## config.mk

```make
export PLATFORM = sky130hd
export DESIGN_NAME = rng_host_port
export DESIGN_NICKNAME = d
export VERILOG_FILES = /design/src/rng_pkg.sv /design/src/rng_mem_if.sv /design/src/rng_host_port.sv /design/src/rng_sync.sv /design/src/rng_byte_store.sv
export VERILOG_INCLUDE_DIRS = /design/src /design/src/src
export SDC_FILE = /design/constraint.sdc
export NUM_CORES = 1
export LEC_CHECK = 0
export BUFFER_PORTS_ARGS = -buffer_cell sky130_fd_sc_hd__buf_2
export CAP_MARGIN = 20
export CORE_ASPECT_RATIO = 1.4
export CORE_MARGIN = 2
export CORE_UTILIZATION = 55
export DETAILED_ROUTE_END_ITERATION = 10
export PLACE_DENSITY = 0.71
export SLEW_MARGIN = 20
export SYNTH_ARGS = -nofsm -noshare
export SYNTH_HDL_FRONTEND = slang
export SYNTH_SLANG_ARGS = --single-unit
```

## constraint.sdc

```tcl
create_clock -name ref_clk -period 6.7 [get_ports ref_clk]
set_clock_uncertainty 0.1 [all_clocks]
set_input_delay 1.34 -clock ref_clk [delete_from_list [all_inputs] [get_ports ref_clk]]
set_output_delay 1.34 -clock ref_clk [all_outputs]
set_load 0.005 [all_outputs]
```

## src/rng_cfg.svh

```systemverilog
// Purpose: constants of the random number host port
// Assumes: included by bare name
// Notes:   offsets are register select codes
`ifndef RNG_CFG_SVH
`define RNG_CFG_SVH
// ==========================================
// register select codes
`define RNG_ADDR_STORE   3'h0
`define RNG_ADDR_STATUS  3'h1
`define RNG_ADDR_EVENT   3'h2
`define RNG_ADDR_PATTERN 3'h3
`define RNG_ADDR_LOWER   3'h4
`define RNG_ADDR_UPPER   3'h5
`define RNG_ADDR_COUNT   3'h6
`define RNG_ADDR_DIRECT  3'h7
// ==========================================
// status/command bit positions
`define RNG_ST_READY_N   0
`define RNG_ST_INT_RST   1
`define RNG_ST_FREE_RUN  2
`define RNG_ST_ALM_TEST  3
`define RNG_ST_ALARM     4
`define RNG_ST_RUN_FAIL  5
`define RNG_ST_BUS_ERR   6
// ==========================================
// sizes and reset values
`define RNG_STORE_BITS   536
`define RNG_STORE_BYTES  67
`define RNG_LAST_BYTE    7'h42
`define RNG_LOWER_RST    8'h00
`define RNG_UPPER_RST    8'hFF
`define RNG_PATTERN_RST  4'h0
// ==========================================
// timing: slow clock periods per strobe period
`define RNG_SLOW_PER_BIT 32
`define RNG_HALF_M1      5'h0F
`endif

```

## src/rng_pkg.sv

```systemverilog
// Purpose: shared types of the random number host port
// Assumes: nothing
// Notes:   constants live in rng_cfg.svh
package rng_pkg;
	typedef enum logic [1:0] {ACC_IDLE, ACC_READ, ACC_WRITE} rng_acc_t;
	typedef logic [7:0] rng_byte_t;
	typedef logic [6:0] rng_idx_t;
endpackage

```

## src/rng_mem_if.sv

```systemverilog
// Purpose: port group between port logic and byte store
// Assumes: one clock
// Notes:   read data registered in the store
`timescale 1ns/1ns
`default_nettype none
interface rng_mem_if;
	import rng_pkg::*;
	logic      wrEn;
	rng_idx_t  wrAddr;
	rng_byte_t wrData;
	rng_idx_t  rdAddr;
	rng_byte_t rdData;
	modport store (input wrEn, input wrAddr, input wrData, input rdAddr, output rdData);
	modport user  (output wrEn, output wrAddr, output wrData, output rdAddr, input rdData);
endinterface
`default_nettype wire

```

## src/rng_host_port.sv

```systemverilog
// Purpose: host port, flags and bit strobe of a random number generator
// Assumes: strobes arrive asynchronously; run-up results on ref_clk
// Notes:   read strobes shorter than four clocks may raise a bus error
`timescale 1ns/1ns
`default_nettype none
`include "rng_cfg.svh"
module rng_host_port
	import rng_pkg::*;
(
	input  wire logic       ref_clk,
	input  wire logic       sys_rst,
	input  wire logic       chipSelectN,
	input  wire logic       readStrobeN,
	input  wire logic       writeStrobeN,
	input  wire logic       masterResetN,
	input  wire logic [2:0] regSelect,
	input  wire logic [7:0] hostBusIn,
	output logic      [7:0] hostBusOut,
	output logic            hostBusOeN,
	input  wire logic       slowSamplingClock,
	input  wire logic       randomBit,
	input  wire logic       runUpPassed,
	input  wire logic       runUpFail,
	input  wire logic       matchEvent,
	input  wire logic       patternLoad,
	input  wire logic [3:0] patternIn,
	output logic            newBitStrobe,
	output logic            numberReadyN,
	output logic            alarmN,
	output logic            runUpEnable,
	output logic            freeRun,
	output logic            alarmTest,
	output logic [7:0]      lowerLimit,
	output logic [7:0]      upperLimit
);
	// ==========================================
	// synchronisers
	logic [15:0] syncOut;
	logic        csS, rdS, wrS, mrS, slowS, slowPrev;
	logic [2:0]  selS;
	rng_byte_t   busS;
	rng_sync #(.WIDTH(16)) u_sync (
		.ref_clk (ref_clk),
		.rstVal  (16'h003F),
		.sys_rst (sys_rst),
		.asyncIn ({slowSamplingClock, regSelect, hostBusIn, masterResetN, writeStrobeN,
			readStrobeN, chipSelectN}),
		.syncOut (syncOut)
	);
	assign csS   = syncOut[0];
	assign rdS   = syncOut[1];
	assign wrS   = syncOut[2];
	assign mrS   = syncOut[3];
	assign busS  = syncOut[11:4];
	assign selS  = syncOut[14:12];
	assign slowS = syncOut[15];

	// ==========================================
	// state
	rng_acc_t  accState;
	rng_byte_t wrData, echo, directAccess, eventCount, byteCounter;
	rng_idx_t  fillIdx, readIdx;
	logic [2:0] bitIdx;
	logic [4:0] slowCnt;
	logic [3:0] pattern;
	logic intReset, storeFull, busError, runFailed, alarm, ready;
	logic mrHit, clearAll, rdDone, wrCommit, storeRead, lastRead, busErrSet, bitTick;
	rng_mem_if mem ();

	rng_byte_store u_store (
		.ref_clk (ref_clk),
		.mem     (mem.store)
	);

	function automatic rng_byte_t regMux(input logic [2:0] sel, input rng_byte_t store,
		input rng_byte_t status);
		case (sel)
			`RNG_ADDR_STORE:   regMux = store;
			`RNG_ADDR_STATUS:  regMux = status;
			`RNG_ADDR_EVENT:   regMux = eventCount;
			`RNG_ADDR_PATTERN: regMux = {4'h0, pattern};
			`RNG_ADDR_LOWER:   regMux = lowerLimit;
			`RNG_ADDR_UPPER:   regMux = upperLimit;
			`RNG_ADDR_COUNT:   regMux = byteCounter;
			default:           regMux = directAccess;
		endcase
	endfunction

	rng_byte_t statusWord;
	always_comb begin
		statusWord = 8'h00;
		statusWord[`RNG_ST_READY_N]  = numberReadyN;
		statusWord[`RNG_ST_INT_RST]  = intReset;
		statusWord[`RNG_ST_FREE_RUN] = freeRun;
		statusWord[`RNG_ST_ALM_TEST] = alarmTest;
		statusWord[`RNG_ST_ALARM]    = alarm;
		statusWord[`RNG_ST_RUN_FAIL] = runFailed;
		statusWord[`RNG_ST_BUS_ERR]  = busError;
	end

	assign mrHit     = !csS && !mrS;
	assign clearAll  = mrHit || intReset;
	assign rdDone    = (accState == ACC_READ) && (rdS || csS);
	assign wrCommit  = (accState == ACC_WRITE) && wrS && !csS;
	assign storeRead = rdDone && (selS == `RNG_ADDR_STORE);
	assign lastRead  = storeRead && (readIdx == `RNG_LAST_BYTE);
	assign busErrSet = storeRead && (echo != hostBusOut);
	assign bitTick   = slowS && !slowPrev && (slowCnt == `RNG_HALF_M1);

	// ==========================================
	// host access sequencing
	always_ff @(posedge ref_clk) begin
		if (sys_rst) begin
			accState <= ACC_IDLE;
		end else begin
			case (accState)
				ACC_IDLE: begin
					if (!csS && !rdS && wrS) begin
						accState <= ACC_READ;
					end else if (!csS && !wrS && rdS) begin
						accState <= ACC_WRITE;
					end
				end
				ACC_READ:  if (rdS || csS) accState <= ACC_IDLE;
				ACC_WRITE: if (wrS || csS) accState <= ACC_IDLE;
				default:   accState <= ACC_IDLE;
			endcase
		end
	end

	assign hostBusOeN = !((accState == ACC_READ) && !csS && !rdS);

	always_ff @(posedge ref_clk) begin
		if (sys_rst) begin
			hostBusOut <= 8'h00;
			echo       <= 8'h00;
			wrData     <= 8'h00;
		end else begin
			if (accState == ACC_IDLE && !csS && !rdS) begin
				hostBusOut <= regMux(selS, mem.rdData, statusWord);
			end
			echo   <= busS;
			wrData <= busS;
		end
	end

	// ==========================================
	// writable registers
	always_ff @(posedge ref_clk) begin
		if (sys_rst) begin
			lowerLimit <= `RNG_LOWER_RST;
			upperLimit <= `RNG_UPPER_RST;
			pattern    <= `RNG_PATTERN_RST;
		end else begin
			if (wrCommit && selS == `RNG_ADDR_LOWER) lowerLimit <= wrData;
			if (wrCommit && selS == `RNG_ADDR_UPPER) upperLimit <= wrData;
			if (patternLoad) pattern <= patternIn;
		end
	end

	always_ff @(posedge ref_clk) begin
		if (sys_rst || mrHit) begin
			intReset  <= 1'b0;
			freeRun   <= 1'b0;
			alarmTest <= 1'b0;
		end else if (wrCommit && selS == `RNG_ADDR_STATUS) begin
			intReset  <= wrData[`RNG_ST_INT_RST];
			freeRun   <= wrData[`RNG_ST_FREE_RUN];
			alarmTest <= wrData[`RNG_ST_ALM_TEST];
		end
	end

	// ==========================================
	// bit strobe and store filling
	always_ff @(posedge ref_clk) begin
		if (sys_rst) begin
			slowPrev     <= 1'b0;
			slowCnt      <= 5'h00;
			newBitStrobe <= 1'b0;
		end else begin
			slowPrev <= slowS;
			if (slowS && !slowPrev) begin
				slowCnt      <= slowCnt + 5'h01;
				newBitStrobe <= (slowCnt >= `RNG_HALF_M1) && (slowCnt != 5'h1F);
			end
		end
	end

	always_ff @(posedge ref_clk) begin
		if (sys_rst || clearAll) begin
			directAccess <= 8'h00;
			bitIdx       <= 3'h0;
			fillIdx      <= 7'h00;
			storeFull    <= 1'b0;
		end else begin
			if (lastRead) begin
				storeFull <= 1'b0;
			end
			if (bitTick && runUpEnable) begin
				directAccess <= {directAccess[6:0], randomBit};
				bitIdx       <= bitIdx + 3'h1;
				if (bitIdx == 3'h7) begin
					if (fillIdx == `RNG_LAST_BYTE) begin
						fillIdx   <= 7'h00;
						storeFull <= 1'b1;
					end else begin
						fillIdx <= fillIdx + 7'h01;
					end
				end
			end
		end
	end

	assign mem.wrEn   = bitTick && runUpEnable && (bitIdx == 3'h7);
	assign mem.wrAddr = fillIdx;
	assign mem.wrData = {directAccess[6:0], randomBit};
	assign mem.rdAddr = readIdx;
	assign runUpEnable = !busError && !intReset && (readIdx == 7'h00)
		&& (freeRun || !storeFull);

	// ==========================================
	// store reading and counters
	always_ff @(posedge ref_clk) begin
		if (sys_rst || clearAll) begin
			readIdx     <= 7'h00;
			byteCounter <= 8'h00;
		end else if (storeRead) begin
			readIdx     <= lastRead ? 7'h00 : readIdx + 7'h01;
			byteCounter <= lastRead ? 8'h00 : byteCounter + 8'h01;
		end
	end

	always_ff @(posedge ref_clk) begin
		if (sys_rst || clearAll) begin
			eventCount <= 8'h00;
		end else if (matchEvent && runUpEnable) begin
			eventCount <= eventCount + 8'h01;
		end
	end

	// ==========================================
	// flags
	always_ff @(posedge ref_clk) begin
		if (sys_rst) begin
			busError  <= 1'b0;
			runFailed <= 1'b0;
			alarm     <= 1'b0;
		end else begin
			if (busErrSet) busError <= 1'b1;
			else if (mrHit) busError <= 1'b0;
			if (runUpFail) runFailed <= 1'b1;
			else if (mrHit) runFailed <= 1'b0;
			if (busErrSet || runUpFail) alarm <= 1'b1;
			else if (mrHit) alarm <= 1'b0;
		end
	end

	always_ff @(posedge ref_clk) begin
		if (sys_rst) begin
			ready <= 1'b0;
		end else begin
			ready <= storeFull && runUpPassed && !busError && !clearAll;
		end
	end

	assign numberReadyN = !ready;
	assign alarmN       = !alarm;
endmodule // rng_host_port
`default_nettype wire

```

## src/rng_sync.sv

```systemverilog
// Purpose: two flip-flop synchroniser for pin inputs
// Assumes: levels only
// Notes:   first stage feeds only the second
`timescale 1ns/1ns
`default_nettype none
module rng_sync
	import rng_pkg::*;
#(
	parameter int WIDTH = 16
) (
	input  wire logic             ref_clk,
	input  wire logic [WIDTH-1:0] rstVal,
	input  wire logic             sys_rst,
	input  wire logic [WIDTH-1:0] asyncIn,
	output logic      [WIDTH-1:0] syncOut
);
	logic [WIDTH-1:0] stage1;
	always_ff @(posedge ref_clk) begin
		if (sys_rst) begin
			stage1  <= rstVal;
			syncOut <= rstVal;
		end else begin
			stage1  <= asyncIn;
			syncOut <= stage1;
		end
	end
endmodule // rng_sync
`default_nettype wire

```

## src/rng_byte_store.sv

```systemverilog
// Purpose: random byte store memory
// Assumes: one write and one read port
// Notes:   read data come from a register
`timescale 1ns/1ns
`default_nettype none
`include "rng_cfg.svh"
module rng_byte_store
	import rng_pkg::*;
(
	input  wire logic ref_clk,
	rng_mem_if.store  mem
);
	rng_byte_t bytes [0:`RNG_STORE_BYTES-1];
	always_ff @(posedge ref_clk) begin
		if (mem.wrEn) begin
			bytes[mem.wrAddr] <= mem.wrData;
		end
	end
	always_ff @(posedge ref_clk) begin
		mem.rdData <= bytes[mem.rdAddr];
	end
endmodule // rng_byte_store
`default_nettype wire

```

==> results of run 1 <==
==> area by class of cell <==
type                       count  area (um^2)  share of cell area
clock inverter                40          429              0.0148
sequential                   670        18800               0.648
clock buffer                  66         1500              0.0518
timing repair buffer          72          404              0.0139
multi-input combinational    852         7020               0.242
tap                          624          781              0.0269
inverter                      16         60.1             0.00207
==> Yosys cell counts, drive strengths merged (7+ instances only) <==
cell type	instances
ha	11
nand3	39
mux2i	124
or2	14
a21oi	40
dfxtp	134
clkbuf	51
xnor2	16
a22oi	42
o211ai	21
nor2b	44
nand4	14
inv	16
o21ai	26
and2	7
a211o	9
mux4	97
xor2	20
nand2b	8
buf	40
edfxtp	536
nand2	91
nor3	7
nor2	165
==> routing by layer <==
| layer | vias to the layer above | track usage | wire [um] |
|---|---|---|---|
| met5 | - | 0 | 0 |
| met4 | 0 | 0.104 | 2590 |
| met3 | 135 | 0.0302 | 3520 |
| met2 | 588 | 0.440 | 32000 |
| met1 | 7210 | 0.311 | 23400 |
| li1 | 6303 | - | - |
==> state kept, by name, summed over array words and instances, names as in the netlist, 3 cells and up <==
signal,cells
bitIdx,3
byteCounter,8
directAccess,8
echo,8
eventCount,8
fillIdx,7
hostBusOut,8
lowerLimit,8
mem.rdAddr,7
pattern,4
slowCnt,5
u_store.bytes,536
u_store.mem.rdData,8
u_sync.stage1,16
u_sync.syncOut,16
upperLimit,8
==> worst min path at each step <==
| stage | from | end | slack [ns] | depth (start not counted) |
|---|---|---|---|---|
| floorplan | u_sync.stage1[0] | u_sync.syncOut[0] | 0.29 | 1 |
| global placement | u_sync.stage1[5] | u_sync.syncOut[5] | 0.30 | 1 |
| detailed placement | u_sync.stage1[4] | u_sync.syncOut[4] | 0.30 | 1 |
| CTS | u_sync.stage1[4] | u_sync.syncOut[4] | 0.31 | 1 |
| global route | u_sync.stage1[4] | u_sync.syncOut[4] | 0.32 | 1 |
| finish | u_sync.stage1[4] | u_sync.syncOut[4] | 0.31 | 1 |
==> cells in the final DEF (no fill, tap or decap), types with 15 or more instances in the layout <==
master,count
dfxtp_1,124
a21oi_1,40
nand3_1,38
o21ai_0,26
buf_2,56
clkinv_2,16
nor2_1,165
inv_1,15
xnor2_1,16
xor2_1,20
buf_4,15
a22oi_1,42
mux4_2,97
o211ai_1,21
nand2_1,91
mux2i_1,124
edfxtp_1,536
nor2b_1,43
clkbuf_16,58
==> critical path, stage by stage (launching register included) <==
cell and delay [ns]:
dfxtp_4 0.56, inv_1 0.62, ha_1 0.26, or4b_1 0.56, nor3_1 0.46, buf_2 0.21
==> through the flow <==
stage               setup WS [ns]  utilization  hold WS [ns]  power (mW)
floorplan                    2.72            -         0.289        4.60
global placement             2.37        0.575         0.299        4.63
detailed placement           2.22        0.575         0.303        4.63
CTS                          1.99        0.616         0.315        7.98
global route                 1.90        0.617         0.323        8.13
finish                       1.98        0.617         0.311        7.95
==> power groups by stage <==
stage	clock network [mW]	logic [mW]	registers [mW]
2_1_floorplan	0	0.0525	4.55
3_3_place_gp	0	0.0771	4.55
3_5_place_dp	0	0.0786	4.55
4_1_cts	3.44	0.0797	4.46
5_1_grt	3.59	0.0874	4.46
6_report	3.41	0.0786	4.46
==> cells by family after synthesis <==
group / Yosys count / share of synthesized area
multiplexers: 227 / 0.133
flip-flops: 670 / 0.716
XOR/XNOR: 36 / 0.0120
AO/OA/AOI/OAI: 167 / 0.0427
adder cells (fa/ha/maj): 11 / 0.00525
buffers and inverters: 107 / 0.0169
AND/OR/NAND/NOR: 411 / 0.0744
==> reports/metrics.yaml, run 1 <==
status: "complete, no violations"
gp_congestion: 0.878
htree_levels: 2
crit_fanout: 46
power_frac_comb: 0.010
diodes: 0
crit_path_end_kind: "output port"
areaGrowthSynthToFinish_pct: 10.5
hold_violations: 0
std_cell_rows: 94
syn_inst: 1629
rsz0062_at_grt: "no"
synth.distinct_cells: 53
hold_path.class: "reg2reg"
leakage_nw: 8.63
numCtsBuffers: 57
timing.rr.end: "u_store.bytes[17][2]"
crit_end: "runUpEnable"
num_vias: 14200
slew_headroom: 0.259
yosys_warnings: 0
worst_pin_slew_ns: 1.10
synth_top_area_share: 0.613
crit_path_start: "mem.rdAddr[1]"
wl_per_cell_um: 26.2
r2r-start: "mem.rdAddr[1]"
drtAntennaViolNets: 0
drive_above_1_share: 0.174
coreArea_mm2: 0.0470
die_w_um: 189
intPower_mw: 6.43
gr-usage-all-layers: 0.249
synth_area_mm2: 0.0262
ctsHoldBuffers: 0
setup_viol: 0
clk_latency_ns: 0.59
grt_pass1_wl_mm: 91.7
overflow: 0
viasPerCell: 6.08
min_period_ns: 4.72
synth_area_leaders: "edfxtp_1, dfxtp_1, mux4_2"
cts_sinks: 670
post_dp_cell_area_mm2: 0.0271
clk_pin_slew_ns: 0.07
ys.flop_type: "edfxtp_1"
tns_ns: 0
r2r_setup_slack_ns: 2.15
fillers: 3392
cts-resized-gates: 0
pin_count: 58
cts-root-buf: "clkbuf_16"
cts_setup_buffers: 0
max-vdd-ir-drop_mv: 0.207
clockBufferDepth: 3
ys_seq_area_frac: 0.716
final_cells: 2340
cp_data_required_time_ns: 5.26
antenna_found_initial: 0
drt_iter0_drc: 1291
power.switching_mw: 1.52
synthArstFlopShare: 0
syn_nets: 1667
r2r_cells: 8
fp.dieH_um: 262
cts_tree: "done"
ys_ff_latch: 670
drcViolationCount: 0
place_hpwl_mm: 38.5
final_max_slew_viol_count: 0
cp-start-kind: "register"
dpl.cell_count: 2234
power_switching_share: 0.191
layout.nets: 1707
die_area_mm2: 0.0495
synth.largest_area_cell: "edfxtp_1"
first_pass_iters: 8
synth_area_per_cell_um2: 16.1
grt_max_degree: 81
cp.arrival_ns: 3.28
fin_crit_sh: 0.705
cap_violations: 0
start_util: 0.558
port_buffers: 57
max_freq_mhz: 212
fin_area_mm2: 0.0290
worst-setup-path-type: "reg2out"
wl_mm: 61.4
synth_enable_flop_cells: 536
seqPwrFrac: 0.561
grt_pass1_vias: 14400
power_frac_clock: 0.429
powerDensity_mw_per_mm2: 274
Note: power is estimated with default switching activity, not from simulation.
==> inputs of run 2 (changes only) <==
--- a/config.mk
+++ b/config.mk
@@ -6,6 +6,7 @@
 export SDC_FILE = /design/constraint.sdc
 export NUM_CORES = 1
 export LEC_CHECK = 0
+export ABC_AREA = 1
 export BUFFER_PORTS_ARGS = -buffer_cell sky130_fd_sc_hd__buf_2
 export CAP_MARGIN = 20
 export CORE_ASPECT_RATIO = 1.4
==> constraint.sdc (replaced) <==
create_clock -name ref_clk -period 4.9 [get_ports ref_clk]
set_clock_uncertainty 0.1 [all_clocks]
set_input_delay 0.98 -clock ref_clk [delete_from_list [all_inputs] [get_ports ref_clk]]
set_output_delay 0.98 -clock ref_clk [all_outputs]
set_load 0.005 [all_outputs]
==> reports/metrics.yaml, run 2 <==
status: "complete, no violations"
gr-usage-all-layers: 0.268  # +0.0189
clk_latency_ns: 0.61  # +0.02 ns
hold_violations: 0  # unchanged
ys_seq_area_frac: 0.654  # -0.0619
viasPerCell: 5.48  # -9.9%
total_power_mw: 10.6  # +34%
std_cell_rows: 99  # +5.3%
first_pass_iters: 7  # -1
largest_register_ffs: 536  # unchanged
synthAdderAreaFrac: 0.00479  # -0.000453
drt_iter0_drc: 1802  # +40%
synth_top_area_share: 0.560  # -0.0530
layout.nets: 3106  # +82%
wl_mm: 72.3  # +18%
drtAntennaViolNets: 0  # unchanged
die_area_mm2: 0.0541  # +9.3%
diodes: 0  # unchanged
final_cell_mix: "nand2_1, edfxtp_1, inv_1"
synthMuxAreaShare: 0  # -0.133
synthArstFlopShare: 0  # unchanged
min_period_ns: 3.72
slew_headroom: 0.238  # -0.0210
synth_enable_flop_cells: 536  # unchanged
max_freq_mhz: 269
cts-resized-gates: 0  # unchanged
htree_levels: 2  # unchanged
synth_area_per_cell_um2: 9.43  # -41%
drive_above_1_share: 0.0681  # -0.106
synth.distinct_cells: 38  # -28%
rsz0062_at_grt: "no"
fin_crit_sh: 0.760
leakage_nw: 13.4  # +55%
die_w_um: 197  # +4.5%
clk_pin_slew_ns: 0.07  # about the same
num_vias: 20700  # +45%
cts_tree: "done"
start_util: 0.553  # -0.00435
clockBufferDepth: 3  # unchanged
cts_setup_buffers: 0  # unchanged
worst-setup-path-type: "reg2reg"
synth.largest_area_cell: "edfxtp_1"
powerDensity_mw_per_mm2: 339  # +24%
synth_area_mm2: 0.0287  # +9.5%
synth_compound_area_frac: 0.0328  # -0.00983
antenna_found_initial: 1  # +1
drcViolationCount: 0  # unchanged
grt_max_degree: 192  # +140%
gp_congestion: 0.938  # +6.9%
areaGrowthSynthToFinish_pct: 9.31
cp-start-kind: "register"
setup_viol: 0  # unchanged
syn_inst: 3047  # +87%
cts-root-buf: "clkbuf_16"
final_common_cell: "nand2_1"
yosys_warnings: 0  # unchanged
grt_pass1_wl_mm: 110  # +20%
utilization: 0.605  # -0.0116
ys.flop_type: "edfxtp_1"
synth_xor_area_frac: 0.00427  # -0.00775
cpPeakStageDelay_ns: 0.69  # +0.07 ns
synth_top_family_by_area: "simple AND/OR/NAND/NOR gates"
cp_data_required_time_ns: 5.02  # -0.24 ns
synth_most_common_cell: "nand2_1"
worst_pin_slew_ns: 1.14  # +0.0417 ns
tns_ns: 0  # unchanged
pin_count: 58  # unchanged
place_hpwl_mm: 46.1  # +20%
slowest_stage: "nor2_1"
grt_pass1_vias: 20200  # +40%
hold_path.class: "reg2reg"
largest_registers: "u_store.bytes x536, u_sync.stage1 x16, u_sync.syncOut x16"
cap_violations: 0  # unchanged
synth_commonest_cells: "nand2_1, edfxtp_1, inv_1, nor2_1, nand3_1"
fp.dieH_um: 274  # +4.6%
cts_sinks: 670  # unchanged
path_cells: "inv_4 > ha_1 > nand3_1 > nor3_4 > nand3_4 > nor2_8 > nand2_2 > inv_2 > nand3_2 > nor2_1"
synth_area_leaders: "edfxtp_1, nand2_1, dfxtp_1"
wl_per_cell_um: 19.2  # -27%
synthSimpleGateAreaFrac: 0.226  # +0.152
coreArea_mm2: 0.0519  # +10%
port_buffers: 57  # unchanged
cp.arrival_ns: 3.84  # +0.56 ns
regMostFlops: "u_store.bytes"
numCtsBuffers: 58  # +1.8%
crit_fanout: 50  # +8.7%
syn_nets: 3085  # +85%
ctsHoldBuffers: 0  # unchanged
ys_ff_latch: 670  # unchanged
overflow: 0  # unchanged
max-vdd-ir-drop_mv: 0.317  # +53%
final_max_slew_viol_count: 0  # unchanged
crit_path_end_kind: "register"
run 2: changes by cell type in the layout (fill, tap and decap cells not counted), moves of 9 or more:
cell	before	now
nand2_1	91	1053
mux4_2	97	0
a22oi_1	42	0
inv_1	15	453
xnor2_1	16	0
a21oi_1	40	61
nor2_1	165	261
nor2b_1	43	0
a211o_1	9	0
mux2i_1	124	0
nand3_1	38	225
o21ai_0	26	76
o211ai_1	21	12
run 2: area by class of cell:
| class | count | area [um^2] |
|---|---|---|
| Inverter | 465 | 1760 |
| Tap cell | 656 | 821 |
| Clock inverter | 31 | 204 |
| Clock buffer | 75 | 1610 |
| Sequential cell | 670 | 18800 |
| Multi-Input combinational cell | 1791 | 7710 |
| Timing Repair Buffer | 82 | 505 |
| Fill cell | 4250 | 20500 |
run 2: critical path: cells and delay by family (launching register included):
kind                       cells  cell delay [ns]
and+or+nand+nor                7             1.88
buffers and inverters          2             0.54
DFF                            1             0.48
adders and majority gates      1             0.26
run 2: cell families (layout without fill, tap and decap cells):
family          count (synthesis)  in the layout
compound gates                172            172
xor+xnor                       14             14
simple gates                 1594           1594
flops                         670            670
fa+ha+maj                      11             11
buf+inv                       586            653
run 2: final timing paths:
| kind | start | end | slack (ns) | depth (start not counted) |
|---|---|---|---|---|
| max | mem.rdAddr[1] | u_store.bytes[11][3] | 1.18 | 10 |
| min reg2reg | u_sync.stage1[13] | u_sync.syncOut[13] | 0.30 | 2 |
| min | u_sync.stage1[13] | u_sync.syncOut[13] | 0.30 | 2 |
| max reg2reg | mem.rdAddr[1] | u_store.bytes[11][3] | 1.18 | 10 |
run 2: stage by stage:
step                worst slack [ns]  cell area (um^2)  hold WS (ns)  std cells
floorplan                       1.63             28700         0.288       3047
finish                          1.18             31400         0.301       3770
detailed placement              1.26             29600         0.298       3664
global placement                1.36             29600         0.293       3663
CTS                             1.23             31400         0.305       3770
global route                   0.980             31400         0.313       3770
run 2: power by group:
part	switching [mW]	internal (mW)	leakage, nW
logic	0.0797	0.0372	7.52
registers	0.0158	6.08	5.02
clock network	2.00	2.41	0.878
total	2.10	8.53	13.4
run 2: layer usage:
metal,part of all wire,global-route usage
met1,0.38,0.328
met2,0.49,0.457
met3,0.070,0.0310
met4,0.066,0.165
met5,0.00017,0
==> inputs of run 3 (changes only) <==
==> constraint.sdc (replaced) <==
create_clock -name ref_clk -period 3.9 [get_ports ref_clk]
set_clock_uncertainty 0.1 [all_clocks]
set_input_delay 0.78 -clock ref_clk [delete_from_list [all_inputs] [get_ports ref_clk]]
set_output_delay 0.78 -clock ref_clk [all_outputs]
set_load 0.005 [all_outputs]
==> reports/metrics.yaml, run 3 (same netlist as run 2, synthesis figures left out) <==
cpPeakStageDelay_ns: 0.69  # about the same
std_cell_rows: 99  # unchanged
power.switching_mw: 2.63  # +25%
overflow: 0  # unchanged
drcViolationCount: 0  # unchanged
cap_violations: 0  # unchanged
areaGrowthSynthToFinish_pct: 9.85
cts_tree: "done"
ctsHoldBuffers: 0  # unchanged
pin_count: 58  # unchanged
use_met1: 0.314  # -0.0135
max_freq_mhz: 302  # +12%
clockBufferDepth: 3  # unchanged
fin_area_mm2: 0.0316  # +0.49%
largest_registers: "u_store.bytes x536, u_sync.stage1 x16, u_sync.syncOut x16"
powerDensity_mw_per_mm2: 425  # +25%
cts_setup_buffers: 0  # unchanged
rsz0062_at_grt: "no"
cts_sinks: 670  # unchanged
hold_path.class: "in2reg"
worst-setup-path-type: "reg2reg"
intPower_mw: 10.8  # +26%
power_frac_comb: 0.011  # about the same
drt_iter0_drc: 1812  # +0.55%
drtAntennaViolNets: 0  # unchanged
final_max_slew_viol_count: 0  # unchanged
diodes: 0  # unchanged
path_cells: "inv_4 > ha_1 > nand3_1 > nor3_4 > nand3_4 > nor2_8 > nand2_2 > inv_2 > nand3_2 > nor2_1"
final_common_cell: "nand2_1"
die_area_mm2: 0.0541  # unchanged
setup_viol: 0  # unchanged
gr-usage-all-layers: 0.270  # +0.00157
fillers: 4196  # -1.3%
num_vias: 20200  # -2.1%
grtUsageMet2: 0.480  # +0.0226
antenna_found_initial: 0  # -1
viasPerCell: 5.35  # -2.4%
start_util: 0.553  # unchanged
crit_path_end_kind: "register"
wl_mm: 72.1  # -0.18%
path_delay_family: "simple AND/OR/NAND/NOR gates"
clk_latency_ns: 0.60  # about the same
tns_ns: 0  # unchanged
max-vdd-ir-drop_mv: 0.451  # +42%
final_cell_mix: "nand2_1, edfxtp_1, inv_1"
largest_register_ffs: 536  # unchanged
cp_data_required_time_ns: 4.03  # -0.99 ns
grt_max_degree: 267  # +39%
use_met3: 0.0343  # +0.00332
cp.arrival_ns: 3.44  # -0.40 ns
path_buf_inv: 2  # unchanged
first_pass_iters: 9  # +2
fp.dieH_um: 274  # unchanged
hold_slack_ns: 0.257  # -0.0438 ns
grt_pass1_vias: 20000  # -0.63%
worst_pin_slew_ns: 1.09  # -0.0544 ns
port_buffers: 57  # unchanged
hold_violations: 0  # unchanged
dpl.cell_count: 3671  # +0.19%
die_w_um: 197  # unchanged
power_frac_clock: 0.417  # +0.002
htree_levels: 2  # unchanged
crit_fanout: 39  # -22%
seqPwrFrac: 0.572  # -0.002
min_period_ns: 3.31  # -0.413 ns
clk_pin_slew_ns: 0.06  # about the same
drive_above_1_share: 0.0733  # +0.00522
final_cells: 3780  # +0.27%
status: "complete, no violations"
power_switching_share: 0.196  # -0.00125
slew_headroom: 0.274  # +0.0363
cts-root-buf: "clkbuf_16"
grt_pass1_wl_mm: 110  # about the same
fin_crit_sh: 0.848  # +0.0888
leakage_nw: 13.5  # +0.77%
wl_per_cell_um: 19.1  # -0.45%
cts-resized-gates: 0  # unchanged
numCtsBuffers: 57  # -1.7%
gp_congestion: 0.933  # -0.51%
slowest_stage: "nor2_1"
coreArea_mm2: 0.0519  # unchanged
cp-start-kind: "register"
place_hpwl_mm: 45.9  # -0.26%
layout.nets: 3113  # +0.23%
grt_busiest_layer: "met2"
regMostFlops: "u_store.bytes"
post_dp_cell_area_mm2: 0.0297  # +0.25%
run 3: cell types whose count changed in the layout (fill, tap and decap cells not counted), sizes merged:
cell      change
clkbuf        -1
buf           +8
inv           +2
clkinvlp      -2
clkinv        +3
run 3: worst paths after layout:
check | start | to | slack (ns) | depth (start not counted)
hold / removal | chipSelectN | u_sync.stage1[0] | 0.26 | 2
setup / recovery | mem.rdAddr[1] | u_store.bytes[21][5] | 0.59 | 10
setup reg to reg | mem.rdAddr[1] | u_store.bytes[21][5] | 0.59 | 10
hold reg to reg | u_sync.stage1[12] | u_sync.syncOut[12] | 0.30 | 2
run 3: final cells by class:
| type | instances | area, um^2 | area share |
|---|---|---|---|
| Sequential cell | 670 | 18800 | 0.596 |
| Multi-Input combinational cell | 1791 | 7710 | 0.244 |
| Inverter | 465 | 1760 | 0.0556 |
| Clock buffer | 74 | 1630 | 0.0516 |
| Tap cell | 656 | 821 | 0.0260 |
| Timing Repair Buffer | 90 | 603 | 0.0191 |
| Clock inverter | 34 | 233 | 0.00738 |
run 3: power by group through the flow:
stage | clock (mW) | sequential (mW) | combinational (mW)
detailed placement | 0 | 7.82 | 0.150
CTS | 5.63 | 7.66 | 0.151
global placement | 0 | 7.82 | 0.146
finish | 5.59 | 7.66 | 0.152
global route | 5.90 | 7.66 | 0.169
floorplan | 0 | 7.81 | 0.0879
run 3: through the flow:
step                 util  power, mW  setup slack (ns)
floorplan               -       7.90             0.630
global placement    0.571       7.96             0.634
detailed placement  0.571       7.97             0.653
CTS                 0.607       13.4             0.643
global route        0.608       13.7             0.399
finish              0.608       13.4             0.591
run 3: per-layer routing:
metal,vias to the layer above,wire length [um]
met5,-,0
met1,9503,27000
met2,762,36600
li1,9742,-
met3,221,4110
met4,0,4370
